File: config.mk
export PLATFORM = sky130hd
export DESIGN_NAME = caf_filter
export DESIGN_NICKNAME = d
export VERILOG_FILES = /design/src/core/caf_pkg.sv /design/src/core/caf_filter.sv
export VERILOG_INCLUDE_DIRS = /design/src /design/src/core
export SDC_FILE = /design/constraint.sdc
export NUM_CORES = 2
export LEC_CHECK = 0
export ABC_AREA = 1
export CORE_UTILIZATION = 35
export DETAILED_ROUTE_END_ITERATION = 10
export DONT_BUFFER_PORTS = 1
export HOLD_SLACK_MARGIN = 0.12
export MAX_ROUTING_LAYER = met4
export PLACE_DENSITY = 0.49
export SLEW_MARGIN = 20
export SYNTH_ARGS = -nofsm -noshare
export SYNTH_HDL_FRONTEND = slang
export SYNTH_SLANG_ARGS = --single-unit
File: constraint.sdc
create_clock -name mclk -period 18.6 [get_ports mclk]
set_input_delay 0.93 -clock mclk [delete_from_list [all_inputs] [get_ports mclk]]
set_output_delay 0.93 -clock mclk [all_outputs]
set_load 0.05 [all_outputs]
File: src/core/caf_cfg.svh
// constants for the acceptance filter and bit quantum block
`ifndef CAF_CFG_SVH
`define CAF_CFG_SVH
`define CAF_ID_W        29
`define CAF_NFILT       16
`define CAF_NLEG        6
`define CAF_NMASK       3
`define CAF_BRP_W       6
`define CAF_SEG_W       3
`define CAF_SJW_W       2
`define CAF_TQ_FIXDIV   2
`define CAF_BT_MIN_TQ   8
`define CAF_BT_MAX_TQ   25
`define CAF_HIT_ROLL0   3'h6
`define CAF_HIT_ROLL1   3'h7
`define CAF_MSEL_M0     2'h0
`define CAF_MSEL_M1     2'h1
`define CAF_MSEL_F15    2'h2
`define CAF_MSEL_NONE   2'h3
`define CAF_F15         4'hf
`define CAF_FILT_F1     4'h1
`define CAF_BUF_ZERO    4'h0
`define CAF_BUF_ONE     4'h1
`endif

File: src/core/caf_pkg.sv
// types for the acceptance filter and bit quantum block
`include "caf_cfg.svh"
package caf_pkg;
    typedef enum logic [1:0] {CAF_LEGACY, CAF_ENHANCED, CAF_FIFO} caf_mode_e;
    typedef enum logic [1:0] {CAF_SYNC, CAF_PROP, CAF_PH1, CAF_PH2} caf_seg_e;
    typedef struct packed {
        logic                  valid;
        logic [`CAF_ID_W-1:0]  ident;
    } caf_msg_s;
    typedef struct packed {
        logic                  load;
        logic [3:0]            buffer;
        logic [4:0]            hit;
    } caf_result_s;
    typedef struct packed {
        logic [`CAF_BRP_W-1:0] prescale;
        logic [`CAF_SEG_W-1:0] prop_len;
        logic [`CAF_SEG_W-1:0] ph1_len;
        logic [`CAF_SEG_W-1:0] ph2_len;
        logic [`CAF_SJW_W-1:0] sjw;
    } caf_timing_s;
    typedef struct packed {
        caf_result_s           res;
        logic [`CAF_BRP_W-1:0] pre_cnt;
        logic                  half;
        logic                  tq_tick;
        caf_seg_e              seg;
        logic [4:0]            seg_cnt;
        logic [4:0]            ph1_ext;
        logic [4:0]            ph2_cut;
        logic                  synced;
        logic                  rx_prev;
        logic                  sample_val;
        logic                  sample_tick;
        logic                  bit_start;
    } caf_state_s;
endpackage

File: src/core/caf_filter.sv
// acceptance filtering and time quantum / bit timing generation
`timescale 1ns/1ps

module caf_filter
    import caf_pkg::*;
#(
    parameter int ID_W  = `CAF_ID_W,
    parameter int NFILT = `CAF_NFILT
) (
    input  wire logic                    mclk,
    input  wire logic                    srst,
    input  wire logic                    config_mode,
    input  caf_mode_e                    op_mode,
    input  wire logic                    cfg_we,
    input  wire logic [NFILT*ID_W-1:0]   filter_wdata,
    input  wire logic [NFILT-1:0]        filter_enable_bit,
    input  wire logic [NFILT*4-1:0]      filter_buffer_assoc_reg,
    input  wire logic [NFILT*2-1:0]      mask_select_reg,
    input  wire logic [ID_W-1:0]         accept_mask_zero_wdata,
    input  wire logic [ID_W-1:0]         accept_mask_one_wdata,
    input  wire logic                    f15_is_mask,
    input  wire logic                    buffer_zero_rollover_enable,
    input  wire logic                    buffer_zero_full,
    input  caf_msg_s                     message_assembly_buffer,
    input  caf_timing_s                  timing,
    input  wire logic                    rx_bit,
    output caf_result_s                  result,
    output logic                         tq_tick,
    output logic                         sample_tick,
    output logic                         sample_val,
    output logic                         bit_start
);
    caf_state_s              st_r;
    caf_state_s              st_nxt;
    logic [ID_W-1:0]         filt_r  [NFILT];
    logic [ID_W-1:0]         mask0_r;
    logic [ID_W-1:0]         mask1_r;
    logic [NFILT-1:0]        match;
    logic [ID_W-1:0]         eff_mask [NFILT];
    logic                    legacy;

    assign legacy = (op_mode == CAF_LEGACY);

    // stored only in configuration mode so a frame never sees a half-written set
    always_ff @(posedge mclk) begin
        if (srst) begin
            mask0_r <= '0;
            mask1_r <= '0;
            for (int i = 0; i < NFILT; i++) begin
                filt_r[i] <= '0;
            end
        end else if (cfg_we && config_mode) begin
            mask0_r <= accept_mask_zero_wdata;
            mask1_r <= accept_mask_one_wdata;
            for (int i = 0; i < NFILT; i++) begin
                filt_r[i] <= filter_wdata[i*ID_W +: ID_W];
            end
        end
    end

    genvar g;
    generate
        for (g = 0; g < NFILT; g++) begin : g_filt
            logic       en;
            logic [1:0] sel;
            assign sel = mask_select_reg[g*2 +: 2];
            always_comb begin
                if (legacy) begin
                    eff_mask[g] = (g < 2) ? mask0_r : mask1_r;
                end else begin
                    unique case (sel)
                        `CAF_MSEL_M0:  eff_mask[g] = mask0_r;
                        `CAF_MSEL_M1:  eff_mask[g] = mask1_r;
                        `CAF_MSEL_F15: eff_mask[g] = f15_is_mask ? filt_r[NFILT-1] : '0;
                        `CAF_MSEL_NONE: eff_mask[g] = '0;
                    endcase
                end
            end
            // legacy uses filters 0..5 always on; fifteen acting as mask never filters
            assign en = legacy ? (g < `CAF_NLEG)
                               : (filter_enable_bit[g] && !(g == NFILT-1 && f15_is_mask));
            // per bit: mask 0 accepts, mask 1 needs equality
            assign match[g] = en &&
                (((filt_r[g] ^ message_assembly_buffer.ident) & eff_mask[g]) == '0);
        end
    endgenerate

    function automatic logic [4:0] lowest(input logic [NFILT-1:0] m);
        logic [4:0] r;
        r = '0;
        for (int i = NFILT-1; i >= 0; i--) begin
            if (m[i]) begin
                r = 5'(i);
            end
        end
        return r;
    endfunction

    always_comb begin
        logic [4:0] win;
        logic [3:0] s;
        win = lowest(match);
        s = 4'd0;
        st_nxt = st_r;
        st_nxt.res.load = 1'b0;
        st_nxt.tq_tick = 1'b0;
        st_nxt.sample_tick = 1'b0;
        st_nxt.bit_start = 1'b0;
        if (message_assembly_buffer.valid && (|match)) begin
            st_nxt.res.load = 1'b1;
            if (legacy) begin
                if (win[3:0] <= `CAF_FILT_F1) begin
                    if (buffer_zero_full && buffer_zero_rollover_enable) begin
                        st_nxt.res.buffer = `CAF_BUF_ONE;
                        st_nxt.res.hit = {2'b00, win[0] ? `CAF_HIT_ROLL1 : `CAF_HIT_ROLL0};
                    end else begin
                        st_nxt.res.buffer = `CAF_BUF_ZERO;
                        st_nxt.res.hit = win;
                    end
                end else begin
                    st_nxt.res.buffer = `CAF_BUF_ONE;
                    st_nxt.res.hit = {2'b00, win[2:0]};
                end
            end else begin
                st_nxt.res.buffer = filter_buffer_assoc_reg[win[3:0]*4 +: 4];
                st_nxt.res.hit = win;
            end
        end

        // quantum: fixed divide by two after prescale+1, on the system clock
        st_nxt.half = st_r.half;
        if (st_r.pre_cnt == timing.prescale) begin
            st_nxt.pre_cnt = '0;
            st_nxt.half = ~st_r.half;
            st_nxt.tq_tick = st_r.half;
        end else begin
            st_nxt.pre_cnt = st_r.pre_cnt + 1'b1;
        end

        // falling (recessive to dominant) edge; one sync per bit
        st_nxt.rx_prev = rx_bit;
        if (st_r.rx_prev && !rx_bit && !st_r.synced && (rx_bit != st_r.sample_val)) begin
            st_nxt.synced = 1'b1;
            unique case (st_r.seg)
                CAF_PROP, CAF_PH1: st_nxt.ph1_ext = 5'(timing.sjw) + 5'd1;
                CAF_PH2: begin
                    st_nxt.ph2_cut = 5'(timing.sjw) + 5'd1;
                end
                CAF_SYNC: ;
            endcase
        end

        if (st_r.tq_tick) begin
            unique case (st_r.seg)
                CAF_SYNC: begin
                    st_nxt.seg = CAF_PROP;
                    st_nxt.seg_cnt = '0;
                end
                CAF_PROP: begin
                    if (st_r.seg_cnt == 5'(timing.prop_len)) begin
                        st_nxt.seg = CAF_PH1;
                        st_nxt.seg_cnt = '0;
                    end else begin
                        st_nxt.seg_cnt = st_r.seg_cnt + 5'd1;
                    end
                end
                CAF_PH1: begin
                    if (st_r.seg_cnt >= 5'(timing.ph1_len) + st_r.ph1_ext) begin
                        st_nxt.seg = CAF_PH2;
                        st_nxt.seg_cnt = '0;
                        st_nxt.sample_tick = 1'b1;
                        st_nxt.sample_val = rx_bit;
                        st_nxt.ph1_ext = '0;
                    end else begin
                        st_nxt.seg_cnt = st_r.seg_cnt + 5'd1;
                    end
                end
                CAF_PH2: begin
                    if (st_r.seg_cnt + st_r.ph2_cut >= 5'(timing.ph2_len)) begin
                        st_nxt.seg = CAF_SYNC;
                        st_nxt.seg_cnt = '0;
                        st_nxt.ph2_cut = '0;
                        // an edge in this very cycle belongs to the new bit, so the set wins
                        st_nxt.synced = st_nxt.synced & ~st_r.synced;
                        st_nxt.bit_start = 1'b1;
                    end else begin
                        st_nxt.seg_cnt = st_r.seg_cnt + 5'd1;
                    end
                end
            endcase
            st_nxt.seg_cnt = st_nxt.seg_cnt + 5'(s);
        end
    end

    always_ff @(posedge mclk) begin
        if (srst) begin
            st_r <= '0;
            st_r.sample_val <= 1'b1;
            st_r.rx_prev <= 1'b1;
        end else begin
            st_r <= st_nxt;
        end
    end

    assign result      = st_r.res;
    assign tq_tick     = st_r.tq_tick;
    assign sample_tick = st_r.sample_tick;
    assign sample_val  = st_r.sample_val;
    assign bit_start   = st_r.bit_start;

    // limitation: bit-rate ceiling depends on software choosing prescale and segments
    chk_load_needs_match: assert property (@(posedge mclk) disable iff (srst)
        st_r.res.load |-> $past(message_assembly_buffer.valid && (|match)))
        else $error("load without a valid matching message");
    chk_mask_zero_accepts: assert property (@(posedge mclk) disable iff (srst)
        (!legacy && filter_enable_bit[0] && mask_select_reg[1:0] == `CAF_MSEL_NONE
         && !(f15_is_mask && NFILT == 1)) |-> match[0])
        else $error("unmasked enabled filter did not accept");
    chk_mask_set_compare: assert property (@(posedge mclk) disable iff (srst)
        (match[0] && !legacy && mask_select_reg[1:0] == `CAF_MSEL_M0)
        |-> (((filt_r[0] ^ message_assembly_buffer.ident) & mask0_r) == '0))
        else $error("masked bit mismatch accepted");
    chk_disabled_quiet: assert property (@(posedge mclk) disable iff (srst)
        (!legacy && !filter_enable_bit[2]) |-> !match[2])
        else $error("disabled filter matched");
    chk_filters_frozen: assert property (@(posedge mclk) disable iff (srst)
        !config_mode |=> $stable(mask0_r) && $stable(mask1_r))
        else $error("mask changed outside configuration mode");
    chk_legacy_hit: assert property (@(posedge mclk) disable iff (srst)
        (st_r.res.load && legacy && st_r.res.buffer == `CAF_BUF_ONE) |-> st_r.res.hit <= 5'd7)
        else $error("legacy hit code out of range");
    chk_lowest_wins: assert property (@(posedge mclk) disable iff (srst)
        (message_assembly_buffer.valid && !legacy && match[0]) |=> st_r.res.hit == 5'd0)
        else $error("higher filter took priority over filter zero");
    chk_sync_one_tq: assert property (@(posedge mclk) disable iff (srst)
        (st_r.tq_tick && st_r.seg == CAF_SYNC) |=> st_r.seg == CAF_PROP)
        else $error("sync segment longer than one quantum");
    chk_quantum_gap: assert property (@(posedge mclk) disable iff (srst)
        (st_r.tq_tick && timing.prescale == '0) |=> !st_r.tq_tick ##1 st_r.tq_tick)
        else $error("quantum period not two clocks at prescale zero");
endmodule

==> flow_summary.yaml <==
sta:
  worst_slew_pin_slew_ps: 1340
  max_freq_ghz: 0.159
  setup_slack_ps: 12290
  relSlewSlack_pct: 10.8
  hold_viol_final: 0
  rsz0062_at_grt: "false"
  setup_viol: 0
  report.final.slew_viol_count: 0
  period_share_pct: 33.9
  fin_crit_ps: 6310
  clock_skew_ps: 34.1
  tns_ps: 0
route:
  vias: 43600
  dr.pass1.iters: 7
  viasPerCell: 6.43
  drt_iter0_markers: 8150
  wl_um: 261000
  antenna_left: 0
  drc: 0
  avgRoutedWirePerCell_um: 38.4
power:
  powerDensity_mw_per_mm2: 87.5
  leakagePower_nw: 19.0
  clkPwrFrac_pct: 35.2
  switching_share_pct: 35.3
  ir_drop_mv: 0.0667
  internal_power_mw: 2.48
  p_switching_mw: 1.35
  sequentialPowerShare_pct: 40.5
  combPwrFrac_pct: 24.2
floorplan:
  core_mm2: 0.116
  ios: 705
  rows: 125
  die_w_um: 344
  initial_core_util_pct: 35.3
  dieArea_mm2: 0.118
  die_y_um: 344
synthesis:
  yosysWarnings: 0
  synth_ff_type: "edfxtp_1"
  avgSynthCellArea_um2: 7.48
  synth-seq-cells: 561
  synthTopCellsByCount: "713 x inv_1, 668 x nand2_1, 626 x nor2_1, 464 x edfxtp_1, 446 x o21ai_0"
  synth.area.top_cells: "edfxtp_1 34%, xor2_1 7.3%, inv_1 6.5%"
  ys_seq_area_share_pct: 38.7
  synth_most_common_cell: "inv_1"
  syn_inst: 5476
  synth_edf_count: 464
  async_flop_share_pct: 0
  synthDominantCellAreaShare_pct: 34.0
  netlist-cell-type-count: 58
  synth_top_cell_by_area: "edfxtp_1"
  synth_nets: 6191
  syn_area_mm2: 0.0410
setup_path:
  cp_cell_sequence: "nor2_4 > buf_4 > inv_8 > buf_4 > buf_4 > nor2_2 > nor3_1 > nor4b_1 > nand4_1 > nand2_1 > nor2_1 > o31ai_1 > nand2_2 > inv_2 > nor3_1 > nand3_1 > nand3_1 > o211ai_1 > inv_1"
  cp.arrival_ps: 6920
  ff2ff_setup_slack_ps: 12600
  timing.rr.start: "filt_r[1][223]"
  startpoint_type: "input port"
  r2r_cells: 23
  critPathMaxStageDelay_ps: 820
  path_common_cell: "buf_4"
  endpoint_kind: "flip-flop"
  r2r-end: "result[5]"
  path_class: "input port to flip-flop"
  worst_path_max_delay_cell: "nor3_1"
  crit_fanout: 83
  worst_ep_required_time_ps: 19210
placement:
  hpwl_um: 174000
  port_buffers: 0
  gp_congestion: 1.12
  pre_cts_ws_ps: 12060
clock_tree:
  hold_buffers: 0
  clock_latency_ps: 690
  cts_htree_levels: 3
  cts_setup_buffers: 0
  cts_buffer_depth: 3
  clk_pin_slew_ps: 60
  cts.sinks: 561
  cts_inserted_buffers: 68
  cts_resized: 0
  cts_tree: "built"
  root_buffer: "clkbuf_16"
finish:
  regArea_mm2: 0.0159
  postLayoutCoreUtil_pct: 37.7
  syn2layout_area_growth_pct: 6.96
  multiInputGateArea_mm2: 0.0202
  layout.nets: 5896
  drive_above_1_share_pct: 5.29
  n_fill_cell: 12500
global_route:
  grt_overflow: 0
  grt_pass1_wl_um: 341000
  grt_max_degree: 193
  antenna_found_initial: 28
  grt_pass1_vias: 39600
  gr-usage-all-layers_pct: 43.8
hold_path:
  worstHoldStart: "rx_bit"
  hold_path_depth: 2
  hp-class: "input port to flip-flop"
  min_to: "st_r[3]"
status:
  status: "completed"
run:
  max_cap_violations: 0
[logic make-up after synthesis]
group	share of synthesized area, %
AOI/OAI and AO/OA	18.7
adders and majority gates	0.769
DFF	38.7
muxes	0.147
other	0.00915
and+or+nand+nor	19.5
buffers and inverters	12.2
xor gates and xnor gates	9.98
[cell usage in the layout (no fill, tap or decap), types with 5 or more instances in the layout]
cell type	synthesis	final
a22oi_1	13	13
inv_1	713	712
edfxtp_1	464	464
nand2_2	7	11
nor4_1	9	9
a21oi_1	216	216
a31oi_1	124	124
clkbuf_1	282	19
xor2_1	341	341
nand3_1	444	442
inv_2	26	27
clkbuf_16	0	69
nor2_2	16	16
nor3_1	24	24
nand2_1	668	663
o21ai_0	446	446
buf_4	30	105
o22ai_1	334	334
ha_1	22	22
o21ai_1	39	39
o2111ai_1	16	16
o221ai_1	85	85
diode_2	0	22
clkinv_1	12	21
nor2_4	5	5
xnor2_1	126	126
o211ai_1	10	10
mux2i_1	6	6
bufinv_16	0	5
nor2_1	626	626
clkinv_2	0	11
nand4_1	71	71
dfxtp_1	97	94
[metrics by stage]
stage / power [mW] / hold slack (ps) / instance area, um^2 / std cells
after floorplan: 2.12 / 425 / 41000 / 5476
after global placement: 2.45 / 433 / 41600 / 6635
after detailed placement: 2.44 / 438 / 41600 / 6635
after CTS: 3.79 / 343 / 43800 / 6759
after global routing: 3.91 / 374 / 43800 / 6776
final: 3.84 / 388 / 43800 / 6781
[flip-flops by register name (all words and copies together), names as in the netlist]
signal / count
filt_r: 464
result: 9
sample_tick: 1
bit_start: 1
st_r: 26
mask1_r: 29
sample_val: 1
tq_tick: 1
mask0_r: 29
[metal layers]
layer	track usage [%]	routed length (um)
met5	-	0
met4	29.8	21900
met3	15.4	35200
met2	57.9	102000
met1	55.3	101000
[power by group through the flow]
| stage | clock, mW | combinational [mW] | sequential (mW) |
|---|---|---|---|
| after floorplan | 0 | 0.555 | 1.56 |
| after global placement | 0 | 0.871 | 1.58 |
| after detailed placement | 0 | 0.861 | 1.58 |
| after CTS | 1.37 | 0.866 | 1.55 |
| after global routing | 1.41 | 0.942 | 1.56 |
| final | 1.35 | 0.930 | 1.56 |
[worst max-delay path, delay by kind of cell]
family / cells / cell delay (ps)
and+or+nand+nor: 11 / 3080
AOI/OAI and AO/OA: 2 / 470
buffers and inverters: 6 / 2370
[area by class of cell]
cell class                      instances  share of cell area, %
Clock inverter                         36                  0.868
Sequential cell                       561                   36.2
Antenna cell                           22                  0.126
Multi-Input combinational cell       3691                   46.0
Clock buffer                           88                   4.10
Timing Repair Buffer                  107                   1.89
Inverter                              752                   6.46
Tap cell                             1524                   4.35
[worst max-delay path by stage]
stage / start / end / slack (ps) / cells past startpoint
final: op_mode[1] / result[1] / 12290 / 19
after global routing: op_mode[1] / result[5] / 12170 / 36
after CTS: op_mode[1] / result[5] / 12750 / 36
after detailed placement: op_mode[1] / result[5] / 12060 / 36
after global placement: op_mode[1] / result[5] / 12060 / 36
after floorplan: cfg_we / filt_r[0][0] / 3830 / 3
Power figures use the tool's default switching activity.
